<file path="config.mk">
export PLATFORM = sky130hd
export DESIGN_NAME = temp_ind_ctrl
export DESIGN_NICKNAME = d
export VERILOG_FILES = /design/src/temp_ind_pkg.sv /design/src/acq_timer.sv /design/src/temp_ind_ctrl.sv
export SDC_FILE = /design/constraint.sdc
export NUM_CORES = 1
export LEC_CHECK = 0
export ABC_CLOCK_PERIOD_IN_PS = 2300
export CAP_MARGIN = 10
export CORE_ASPECT_RATIO = 0.7
export CORE_MARGIN = 1
export CORE_UTILIZATION = 45
export DETAILED_ROUTE_END_ITERATION = 8
export DONT_BUFFER_PORTS = 1
export GPL_ROUTABILITY_DRIVEN = 1
export PLACE_DENSITY_LB_ADDON = 0.2
export RECOVER_POWER = 50
export SYNTH_ARGS = -nofsm -noshare
export SYNTH_HDL_FRONTEND = slang
export SYNTH_HIERARCHICAL = 1
export SYNTH_SLANG_ARGS = --single-unit
</file>
<file path="constraint.sdc">
create_clock -name clock_i -period 2.3 [get_ports clock_i]
set_input_delay 0.46 -clock clock_i [delete_from_list [all_inputs] [get_ports clock_i]]
set_output_delay 0.46 -clock clock_i [all_outputs]
set_load 0.005 [all_outputs]
</file>
<file path="src/temp_ind_pkg.sv">
// Package: constants and carrier types for the die temperature indicator control
package temp_ind_pkg;
   // ----------------------------------------
   // Reset values and timing
   // ----------------------------------------
   localparam logic RST_ENABLE = 1'b0;
   localparam logic RST_RANGE = 1'b0;
   localparam int CLK_PERIOD_NS = 10;
   localparam int ACQ_WAIT_US = 200;
   localparam int ACQ_WAIT_CYC = (ACQ_WAIT_US * 1000 + CLK_PERIOD_NS - 1) / CLK_PERIOD_NS;
   localparam int CNT_W = 16;
   localparam logic [3:0] SENSOR_CHANNEL = 4'hc;

   // ----------------------------------------
   // Carrier types
   // ----------------------------------------
   typedef struct packed {
      logic sensor_enable_bit;
      logic sensor_range_select_bit;
   } sensor_cfg_t;

   typedef struct packed {
      logic power_on;
      logic high_range;
      logic low_range;
   } sensor_ctl_t;
endpackage : temp_ind_pkg

</file>
<file path="src/acq_timer.sv">
// Acquisition wait timer: counts a settle interval after each restart
`timescale 1ns/10ps
`default_nettype none
module acq_timer #(
   parameter int WAIT_CYC = temp_ind_pkg::ACQ_WAIT_CYC
) (
   // Clock and reset
   input wire logic clock_i,
   input wire logic rst_n_i,
   // Control
   input wire logic restart_i,
   // Status
   output logic ready_o
);
   import temp_ind_pkg::*;

   logic [CNT_W-1:0] cnt_q;

   // ----------------------------------------
   // Down counter
   // ----------------------------------------
   always_ff @(posedge clock_i or negedge rst_n_i) begin
      if (!rst_n_i) begin
         cnt_q <= '0;
      end else if (restart_i) begin
         cnt_q <= CNT_W'(WAIT_CYC);
      end else if (cnt_q != '0) begin
         cnt_q <= cnt_q - CNT_W'(1);
      end
   end

   always_ff @(posedge clock_i or negedge rst_n_i) begin
      if (!rst_n_i) begin
         ready_o <= 1'b0;
      end else begin
         ready_o <= !restart_i && (cnt_q <= CNT_W'(1));
      end
   end
endmodule : acq_timer
`default_nettype wire

</file>
<file path="src/temp_ind_ctrl.sv">
// Top: die temperature indicator enable, range and converter channel control
`timescale 1ns/10ps
`default_nettype none
module temp_ind_ctrl (
   // Clock and reset
   input wire logic clock_i,
   input wire logic rst_n_i,
   // Control register write
   input wire logic cfg_wr_i,
   input wire temp_ind_pkg::sensor_cfg_t cfg_i,
   // Converter side
   input wire logic [3:0] adc_chan_sel_i,
   input wire logic adc_conv_start_i,
   // Analog sensor controls
   output temp_ind_pkg::sensor_ctl_t sensor_ctl_o,
   output logic sensor_to_adc_o,
   // Status
   output temp_ind_pkg::sensor_cfg_t cfg_o,
   output logic acq_ready_o
);
   import temp_ind_pkg::*;

   sensor_cfg_t cfg_q;
   logic route_q;
   logic route_d;
   logic restart;
   logic timer_ready;
   logic [CNT_W-1:0] since_restart_q;

   // ----------------------------------------
   // Decode helpers
   // ----------------------------------------
   // True when the converter mux points at the sensor's reserved channel
   function automatic logic is_sensor_chan(input logic [3:0] chan);
      return chan == SENSOR_CHANNEL;
   endfunction : is_sensor_chan

   // ----------------------------------------
   // Configuration register
   // ----------------------------------------
   // reset clears bits
   always_ff @(posedge clock_i or negedge rst_n_i) begin
      if (!rst_n_i) begin
         cfg_q.sensor_enable_bit <= RST_ENABLE;
         cfg_q.sensor_range_select_bit <= RST_RANGE;
      end else if (cfg_wr_i) begin
         cfg_q <= cfg_i;
      end
   end

   always_ff @(posedge clock_i or negedge rst_n_i) begin
      if (!rst_n_i) begin
         cfg_o <= '0;
      end else if (cfg_wr_i) begin
         cfg_o <= cfg_i;
      end
   end

   // ----------------------------------------
   // Analog controls
   // ----------------------------------------
   // power gating
   always_ff @(posedge clock_i or negedge rst_n_i) begin
      if (!rst_n_i) begin
         sensor_ctl_o <= '0;
      end else begin
         sensor_ctl_o.power_on <= cfg_q.sensor_enable_bit;
         sensor_ctl_o.high_range <= cfg_q.sensor_enable_bit && cfg_q.sensor_range_select_bit;
         sensor_ctl_o.low_range <= cfg_q.sensor_enable_bit && !cfg_q.sensor_range_select_bit;
      end
   end

   // ----------------------------------------
   // Channel routing
   // ----------------------------------------
   // reserved channel
   assign route_d = is_sensor_chan(adc_chan_sel_i);

   always_ff @(posedge clock_i or negedge rst_n_i) begin
      if (!rst_n_i) begin
         route_q <= 1'b0;
      end else begin
         route_q <= route_d;
      end
   end

   always_ff @(posedge clock_i or negedge rst_n_i) begin
      if (!rst_n_i) begin
         sensor_to_adc_o <= 1'b0;
      end else begin
         sensor_to_adc_o <= route_d && cfg_q.sensor_enable_bit;
      end
   end

   // ----------------------------------------
   // Acquisition wait status
   // ----------------------------------------
   // Ready is advisory only: conversions are never blocked
   // restart wait on selection, conversion or a write that sets the enable bit
   assign restart = (route_d && !route_q) || (route_q && adc_conv_start_i) ||
                    (cfg_wr_i && cfg_i.sensor_enable_bit && !cfg_q.sensor_enable_bit);

   acq_timer #(
      .WAIT_CYC(ACQ_WAIT_CYC)
   ) u_timer (
      .clock_i(clock_i),
      .rst_n_i(rst_n_i),
      .restart_i(restart),
      .ready_o(timer_ready)
   );

   always_ff @(posedge clock_i or negedge rst_n_i) begin
      if (!rst_n_i) begin
         acq_ready_o <= 1'b0;
      end else begin
         acq_ready_o <= timer_ready && route_q && cfg_q.sensor_enable_bit && !restart;
      end
   end

   // ----------------------------------------
   // Check helpers
   // ----------------------------------------
   // Cycles since the last wait restart, saturating; used by the wait checks only
   // Reset leaves it at zero: every ready needs a restart first
   always_ff @(posedge clock_i or negedge rst_n_i) begin
      if (!rst_n_i) begin
         since_restart_q <= '0;
      end else if (restart) begin
         since_restart_q <= '0;
      end else if (since_restart_q != '1) begin
         since_restart_q <= since_restart_q + CNT_W'(1);
      end
   end

   // ----------------------------------------
   // Checks
   // ----------------------------------------
   chk_power_follows_en: assert property (@(posedge clock_i) disable iff (!rst_n_i)
      sensor_ctl_o.power_on == $past(cfg_q.sensor_enable_bit))
      else $error("sensor power does not follow enable bit");
   chk_off_no_range: assert property (@(posedge clock_i) disable iff (!rst_n_i)
      !sensor_ctl_o.power_on |-> !sensor_ctl_o.high_range && !sensor_ctl_o.low_range)
      else $error("range drive active while sensor off");
   chk_high_range_sel: assert property (@(posedge clock_i) disable iff (!rst_n_i)
      cfg_wr_i && cfg_i.sensor_enable_bit && cfg_i.sensor_range_select_bit |=> ##1 sensor_ctl_o.high_range)
      else $error("high range not selected");
   chk_low_range_sel: assert property (@(posedge clock_i) disable iff (!rst_n_i)
      cfg_wr_i && cfg_i.sensor_enable_bit && !cfg_i.sensor_range_select_bit |=> ##1 sensor_ctl_o.low_range)
      else $error("low range not selected");
   chk_route_channel: assert property (@(posedge clock_i) disable iff (!rst_n_i)
      sensor_to_adc_o |-> $past(adc_chan_sel_i) == SENSOR_CHANNEL)
      else $error("sensor routed to wrong channel");
   chk_select_wait: assert property (@(posedge clock_i) disable iff (!rst_n_i)
      route_d && !route_q |=> !acq_ready_o [*8])
      else $error("ready too soon after channel select");
   chk_conv_wait: assert property (@(posedge clock_i) disable iff (!rst_n_i)
      route_q && adc_conv_start_i |=> !acq_ready_o [*8])
      else $error("ready too soon after conversion");
   chk_reset_clear: assert property (@(posedge clock_i) disable iff (!rst_n_i)
      $rose(rst_n_i) |-> !cfg_q.sensor_enable_bit && !cfg_q.sensor_range_select_bit)
      else $error("config not cleared by reset");
   chk_range_follows_hi: assert property (@(posedge clock_i) disable iff (!rst_n_i)
      sensor_ctl_o.high_range |-> $past(cfg_q.sensor_range_select_bit))
      else $error("high range drive without range bit");
   chk_range_follows_lo: assert property (@(posedge clock_i) disable iff (!rst_n_i)
      sensor_ctl_o.low_range |-> !$past(cfg_q.sensor_range_select_bit))
      else $error("low range drive with range bit set");
   chk_range_exclusive: assert property (@(posedge clock_i) disable iff (!rst_n_i)
      sensor_ctl_o.power_on |-> sensor_ctl_o.high_range != sensor_ctl_o.low_range)
      else $error("powered sensor without exactly one range");
   chk_cfg_readback: assert property (@(posedge clock_i) disable iff (!rst_n_i)
      cfg_wr_i |=> cfg_o == $past(cfg_i))
      else $error("control register readback wrong");

   // ----------------------------------------
   // Routing checks
   // ----------------------------------------
   chk_route_when_sel: assert property (@(posedge clock_i) disable iff (!rst_n_i)
      is_sensor_chan(adc_chan_sel_i) && cfg_q.sensor_enable_bit |=> sensor_to_adc_o)
      else $error("sensor not routed to its channel");
   chk_off_no_route: assert property (@(posedge clock_i) disable iff (!rst_n_i)
      !cfg_q.sensor_enable_bit |=> !sensor_to_adc_o)
      else $error("sensor routed while disabled");

   // ----------------------------------------
   // Acquisition wait checks
   // ----------------------------------------
   // Ready may only rise one cycle after the timer's full count
   chk_ready_settled: assert property (@(posedge clock_i) disable iff (!rst_n_i)
      acq_ready_o |-> since_restart_q > CNT_W'(ACQ_WAIT_CYC))
      else $error("ready before the acquisition wait elapsed");
   chk_ready_on_time: assert property (@(posedge clock_i) disable iff (!rst_n_i)
      $rose(acq_ready_o) |-> since_restart_q == CNT_W'(ACQ_WAIT_CYC + 1))
      else $error("ready did not rise at the end of the wait");
   chk_ready_holds: assert property (@(posedge clock_i) disable iff (!rst_n_i)
      acq_ready_o && route_q && cfg_q.sensor_enable_bit && !restart |=> acq_ready_o)
      else $error("ready dropped without a restart");
   chk_timer_restart: assert property (@(posedge clock_i) disable iff (!rst_n_i)
      restart |=> !timer_ready)
      else $error("wait timer not restarted");
   chk_off_no_ready: assert property (@(posedge clock_i) disable iff (!rst_n_i)
      !cfg_q.sensor_enable_bit |=> !acq_ready_o)
      else $error("ready while sensor disabled");

   // ----------------------------------------
   // Reset checks
   // ----------------------------------------
   chk_reset_outputs: assert property (@(posedge clock_i) disable iff (!rst_n_i)
      $rose(rst_n_i) |-> !sensor_ctl_o.power_on && !sensor_to_adc_o && !acq_ready_o && cfg_o == '0)
      else $error("outputs not cleared by reset");
endmodule : temp_ind_ctrl
`default_nettype wire

</file>
==> results of run 1 <==
==> per-stage QoR <==
stage           util  cell area [um2]  total power [uW]  instances  hold WS (ns)
2_1_floorplan      -             1260               878        119         0.164
3_3_place_gp   0.515             1310               968        154         0.165
3_5_place_dp   0.515             1310               979        154         0.165
4_1_cts        0.546             1390              1260        160         0.248
5_1_grt        0.533             1360              1340        160         0.248
6_report       0.533             1360              1250        160         0.250
==> cells by family (layout without fill, tap and decap cells) <==
kind of cell | count (synthesis) | count (layout) | share of synthesized area
AO/OA/AOI/OAI | 17 | 17 | 0.0946
XOR/XNOR | 3 | 3 | 0.0209
adder cells (fa/ha/maj) | 2 | 2 | 0.0199
buffers and inverters | 8 | 15 | 0.0299
flip-flops | 25 | 25 | 0.498
multiplexers | 3 | 3 | 0.0269
AND/OR/NAND/NOR | 61 | 61 | 0.310
==> layout make-up <==
class                           count  area [um2]
Inverter                            4        15.0
Multi-Input combinational cell     86         577
Tap cell                           34        42.5
Clock buffer                        3        41.3
Sequential cell                    25         626
Clock inverter                      1        7.51
Timing Repair Buffer                7        51.3
Fill cell                         241        1190
==> what timing repair did <==
item | 4_1_cts | 5_1_grt
hold endpoints to repair | 25 | 0
buffers inserted | 0 | 0
hold buffers | 2 | 0
resized for setup | 0 | 0
==> power by group <==
group	switching, uW	internal (uW)
Sequential	120	523
Combinational	181	159
Clock	144	123
==> final timing paths <==
| kind | start | to | slack [ns] | depth (start not counted) |
|---|---|---|---|---|
| worst max register to register | u_timer/cnt_q[0] | u_timer/cnt_q[11] | 0.17 | 6 |
| min in group asynchronous | rst_n_i | u_timer/cnt_q[5] | 0.99 | 2 |
| max in group asynchronous | rst_n_i | u_timer/cnt_q[11] | 0.55 | 2 |
| worst min-delay path | adc_conv_start_i | acq_ready_o | 0.25 | 1 |
| worst min register to register | u_timer/ready_o | acq_ready_o | 0.50 | 2 |
| worst max-delay path | u_timer/cnt_q[0] | u_timer/cnt_q[11] | 0.17 | 6 |
==> state kept, by name, summed over array words and instances (netlist names) <==
register         cells
u_timer/ready_o      1
acq_ready_o          1
sensor_ctl_o         3
route_q              1
cfg_o                2
sensor_to_adc_o      1
u_timer/cnt_q       16
==> layer usage <==
| layer | vias up | part of all wire | global-route usage |
|---|---|---|---|
| li1 | 457 | - | - |
| met1 | 471 | 0.50 | 0.283 |
| met2 | 27 | 0.44 | 0.294 |
| met3 | 2 | 0.049 | 0.0594 |
| met4 | 0 | 0.0088 | 0.0522 |
| met5 | - | 0 | 0 |
==> worst reg2reg max path, cell delays in order, from the launching register on <==
cell	delay, ns
dfrtp_1	0.43
inv_1	0.13
ha_1	0.23
or3b_1	0.47
nor3_2	0.31
nor3_1	0.09
or3b_1	0.35
==> cells in the mapped netlist (3+ instances only) <==
master | instances | share of area
dfrtp_1 | 25 | 0.50
nor2_1 | 12 | 0.036
nand2_1 | 7 | 0.021
nor4_1 | 7 | 0.035
nor3_1 | 6 | 0.024
a21oi_1 | 5 | 0.020
inv_1 | 4 | 0.012
o21ai_0 | 4 | 0.016
or3_1 | 4 | 0.020
or3b_1 | 4 | 0.028
or4_1 | 4 | 0.024
clkbuf_1 | 3 | 0.0090
==> impl_metrics.env, run 1 <==
export IMPL_cpLargestDelayFamily="simple AND/OR/NAND/NOR gates"
export IMPL_syn_inst=119
export IMPL_relSlewSlack=0.139
export IMPL_synth_cell_type_count=37
export IMPL_worst_pin_slew_ns=1.29
export IMPL_status="finished clean"
export IMPL_layout_drive_gt1_share=0.119
export IMPL_cpMostUsedCell="or3b_1"
export IMPL_core_area_um2=2550
export IMPL_synth_nets=131
export IMPL_die_x_um=65.2
export IMPL_insertion_delay_ns=0.27
export IMPL_vias=957
export IMPL_numCtsBuffers=3
export IMPL_mostFrequentLayoutCells="25 x dfrtp_1, 12 x nor2_1, 7 x nand2_1, 7 x nor4_1, 6 x nor3_1"
export IMPL_critPathKind="reg2reg"
export IMPL_synth_edf_count=0
export IMPL_crit_required_ns=2.45
export IMPL_cts_buffer_depth=2
export IMPL_num_rows=15
export IMPL_hp_class="in2reg"
export IMPL_synthArstFlopShare=1.00
export IMPL_setup_tns_ns=0
export IMPL_synth_ff_type="dfrtp_1"
export IMPL_drv_slew=0
export IMPL_final_common_cell="dfrtp_1"
export IMPL_synth_seq_cells=25
export IMPL_syn_area_um2=1260
export IMPL_slowest_delay_ns=0.47
export IMPL_avgViaCountPerCell=5.98
export IMPL_cp_start_kind="flip-flop"
export IMPL_final_setup_skew_ns=0.00910
export IMPL_end_kind="flip-flop"
export IMPL_leakage_uw=0.000535
export IMPL_syn_area_per_cell_um2=10.6
export IMPL_clock_sinks=25
export IMPL_grt_pass1_vias=872
export IMPL_path_buf_inv=1
export IMPL_worstPathArrival_ns=2.28
export IMPL_pin_count=17
export IMPL_crit_slowest_cell="or3b_1"
export IMPL_wl_per_cell_um=15.7
export IMPL_start_util=0.492
export IMPL_io_buffers=0
export IMPL_die_area_um2=3010
export IMPL_cts_tree="yes"
export IMPL_drv_cap=0
export IMPL_clk_pin_slew_ns=0.08
export IMPL_nNetsFinal=139
export IMPL_area_growth_pct=8.27
export IMPL_antennaDiodeCount=0
export IMPL_crit_path_max_fanout=6
export IMPL_grt_setup_unrepaired="false"
export IMPL_gp_congestion=0.828
export IMPL_hold_viol=0
export IMPL_dp_hpwl_mm=1.86
export IMPL_pre_cts_ws_ns=0.209
export IMPL_path_cells="inv_1, ha_1, or3b_1, nor3_2, nor3_1, or3b_1"
export IMPL_grt_ovfl_total=0
export IMPL_fin_crit_sh=0.925
export IMPL_setup_slack_ns=0.173
export IMPL_dr_pass1_iters=4
export IMPL_finalSetupViolCount=0
export IMPL_cts_root_buffer="clkbuf_8"
export IMPL_ir_drop_mv=0.558
export IMPL_drt_first_iter_violations=95
export IMPL_drt_total_wl_mm=2.51
export IMPL_track_usage=0.198
export IMPL_ctsHtreeMaxLevel=1
export IMPL_drc=0
export IMPL_grt_pass1_wl_mm=4.23
export IMPL_grt_max_degree=26
export IMPL_powerDensity_nw_per_um2=919
export IMPL_ys_seq_area_frac=0.498
export IMPL_antenna_found_initial=0
export IMPL_ys_warn_count=6
export IMPL_period_needed_ns=2.13
export IMPL_ant_nets=0
export IMPL_die_y_um=46.2
export IMPL_max_freq_ghz=0.470
(Power assumes the default switching activity.)
==> run 2, diff against run 1 <==
Settings changed: ABC_AREA from default to 1.
==> impl_metrics.env, run 2 <==
export IMPL_status="finished clean"
export IMPL_final_setup_skew_ns=0.00416
export IMPL_io_buffers=0
export IMPL_crit_required_ns=2.46
export IMPL_ctsHtreeMaxLevel=1
export IMPL_critPathKind="reg2reg"
export IMPL_dp_cells=216
export IMPL_core_area_um2=2840
export IMPL_fin_crit_sh=0.761
export IMPL_cts_root_buffer="clkbuf_8"
export IMPL_hold_viol=0
export IMPL_grt_max_degree=26
export IMPL_insertion_delay_ns=0.27
export IMPL_ys_warn_count=6
export IMPL_cts_repair_resized=0
export IMPL_hp_start="cfg_wr_i"
export IMPL_synth_xor_area_frac=0
export IMPL_hold_buffers=2
export IMPL_die_x_um=67.8
export IMPL_mostFrequentLayoutCells="45 x nand2_1, 31 x nor2_1, 28 x inv_1"
export IMPL_synthSimpleGateAreaFrac=0.399
export IMPL_track_usage=0.217
export IMPL_drc=0
export IMPL_layout_drive_gt1_share=0.124
export IMPL_p_comb_frac=0.302
export IMPL_worst_r2r_endpoint="u_timer/cnt_q[11]"
export IMPL_synth_nets=193
export IMPL_min_to="cfg_o[1]"
export IMPL_worstPathArrival_ns=1.91
export IMPL_dp_hpwl_mm=2.24
export IMPL_grt_ovfl_total=0
export IMPL_ir_drop_mv=0.503
export IMPL_top_register="u_timer/cnt_q"
export IMPL_crit_slowest_cell="dfrtp_1"
export IMPL_nFillCells=276
export IMPL_gp_congestion=0.882
export IMPL_die_y_um=48.0
export IMPL_clk_pin_slew_ns=0.09
export IMPL_synth_compound_area_share=0.0404
export IMPL_clock_sinks=25
export IMPL_antennaDiodeCount=0
export IMPL_reg_largest_list="u_timer/cnt_q (16), sensor_ctl_o (3), cfg_o (2)"
export IMPL_leakage_uw=0.000788
export IMPL_num_rows=16
export IMPL_synth_fa_ha_area_frac=0.0184
export IMPL_relSlewSlack=0.730
export IMPL_seq_power_share=0.490
export IMPL_syn_area_per_cell_um2=7.53
export IMPL_drv_slew=0
export IMPL_powerDensity_nw_per_um2=858
export IMPL_hp_class="in2reg"
export IMPL_synthTopCellsByArea="dfrtp_1 46%, nand2_1 12%, nor2_1 8.5%, inv_1 7.7%, nand3_1 4.4%"
export IMPL_synth_top_area_cell="dfrtp_1"
export IMPL_finalSetupViolCount=0
export IMPL_synth_top_cell_area_share=0.459
export IMPL_period_needed_ns=1.75
export IMPL_largest_reg_flops=16
export IMPL_synth_seq_cells=25
export IMPL_grt_pass1_wl_mm=4.92
export IMPL_grt_pass1_vias=1048
export IMPL_place_area_um2=1400
export IMPL_cp_start_kind="flip-flop"
export IMPL_drt_total_wl_mm=2.95
export IMPL_syn_area_um2=1360
export IMPL_wl_per_cell_um=13.3
export IMPL_synth_most_common_cell="nand2_1"
export IMPL_vias=1110
export IMPL_intPower_uw=792
export IMPL_ant_nets=0
export IMPL_power_switching_uw=476
export IMPL_r2r_start="cfg_o[1]"
export IMPL_synth_edf_count=0
export IMPL_ff2ff_setup_slack_ns=0.55
export IMPL_grt_setup_unrepaired="false"
export IMPL_start_util=0.479
export IMPL_crit_path_max_fanout=13
export IMPL_end_kind="flip-flop"
export IMPL_cts_buffer_depth=2
export IMPL_path_cells="nor2_2, nor2_1, nand2_1, inv_1, nand3_1, nand3b_1, nand2_1"
export IMPL_min_delay_path_depth=1
export IMPL_drt_first_iter_violations=70
export IMPL_max_freq_ghz=0.571
export IMPL_synth_ff_type="dfrtp_1"
export IMPL_avgViaCountPerCell=5.00
export IMPL_nNetsFinal=199
export IMPL_final_common_cell="nand2_1"
export IMPL_antenna_found_initial=0
export IMPL_ys_seq_area_frac=0.459
export IMPL_switching_share=0.375
export IMPL_worst_pin_slew_ns=0.405
export IMPL_yosys_top_cells_count="45 x nand2_1, 31 x nor2_1, 28 x inv_1"
export IMPL_area_growth_pct=8.45
export IMPL_pin_count=17
export IMPL_die_area_um2=3260
export IMPL_synthArstFlopShare=1.00
export IMPL_final_area_um2=1480
export IMPL_dr_pass1_iters=4
export IMPL_syn_inst=181
export IMPL_drv_cap=0
export IMPL_cts_setup_buffers=0
export IMPL_synth_top_family_by_area="simple AND/OR/NAND/NOR gates"
export IMPL_layout_cells_non_filler=222
export IMPL_clkPwrFrac=0.208
export IMPL_setup_tns_ns=0
export IMPL_cpMostUsedCell="nand2_1"
export IMPL_synthMuxAreaShare=0
export IMPL_cts_tree="yes"
export IMPL_synth_cell_type_count=19
export IMPL_slowest_delay_ns=0.51
export IMPL_reg2regPathDepth=7
export IMPL_numCtsBuffers=3
==> run 2: layer usage <==
metal	routed length, um	track usage
met2	1260	0.349
met4	14	0.0375
met5	0	0
met1	1500	0.302
met3	175	0.0571
==> run 2: how the worst max path moves through the flow <==
stage / from / to
2_1_floorplan: cfg_wr_i / u_timer/cnt_q[5]
3_3_place_gp: cfg_wr_i / u_timer/cnt_q[11]
3_5_place_dp: cfg_wr_i / u_timer/cnt_q[11]
4_1_cts: cfg_o[1] / u_timer/cnt_q[11]
5_1_grt: cfg_o[1] / u_timer/cnt_q[11]
6_report: cfg_o[1] / u_timer/cnt_q[11]
==> run 2: through the flow <==
step / total power [uW] / setup slack [ns] / hold slack (ns) / util
after floorplan: 913 / 0.884 / 0.164 / -
after global placement: 989 / 0.634 / 0.165 / 0.493
after detailed placement: 994 / 0.571 / 0.165 / 0.493
after CTS: 1270 / 0.562 / 0.267 / 0.520
after global routing: 1350 / 0.364 / 0.265 / 0.520
final: 1270 / 0.549 / 0.271 / 0.520
==> run 2: critical path, delay by kind of cell, from the launching register on <==
kind | cells | cell delay [ns]
flops | 1 | 0.51
simple gates | 6 | 0.74
buf+inv | 1 | 0.39
==> run 2: cell families after synthesis <==
family / after synthesis
fa+ha+maj: 2
buf+inv: 30
flops: 25
simple gates: 113
compound gates: 11
==> run 2: power by group through the flow <==
stage / combinational (uW) / clock, uW / sequential, uW
after global placement: 364 / 0 / 626
final: 383 / 264 / 622
after floorplan: 309 / 0 / 604
after CTS: 382 / 270 / 620
after detailed placement: 366 / 0 / 628
after global routing: 435 / 283 / 635
==> run 2: cell type report <==
cell class              instances  area, um2  area share
repair buffers                  2       30.0      0.0203
multi-input cells             126        623       0.422
inverters                      29        109      0.0737
well taps                      36       45.0      0.0305
flip-flops and latches         25        626       0.423
clock buffers                   4       45.0      0.0305
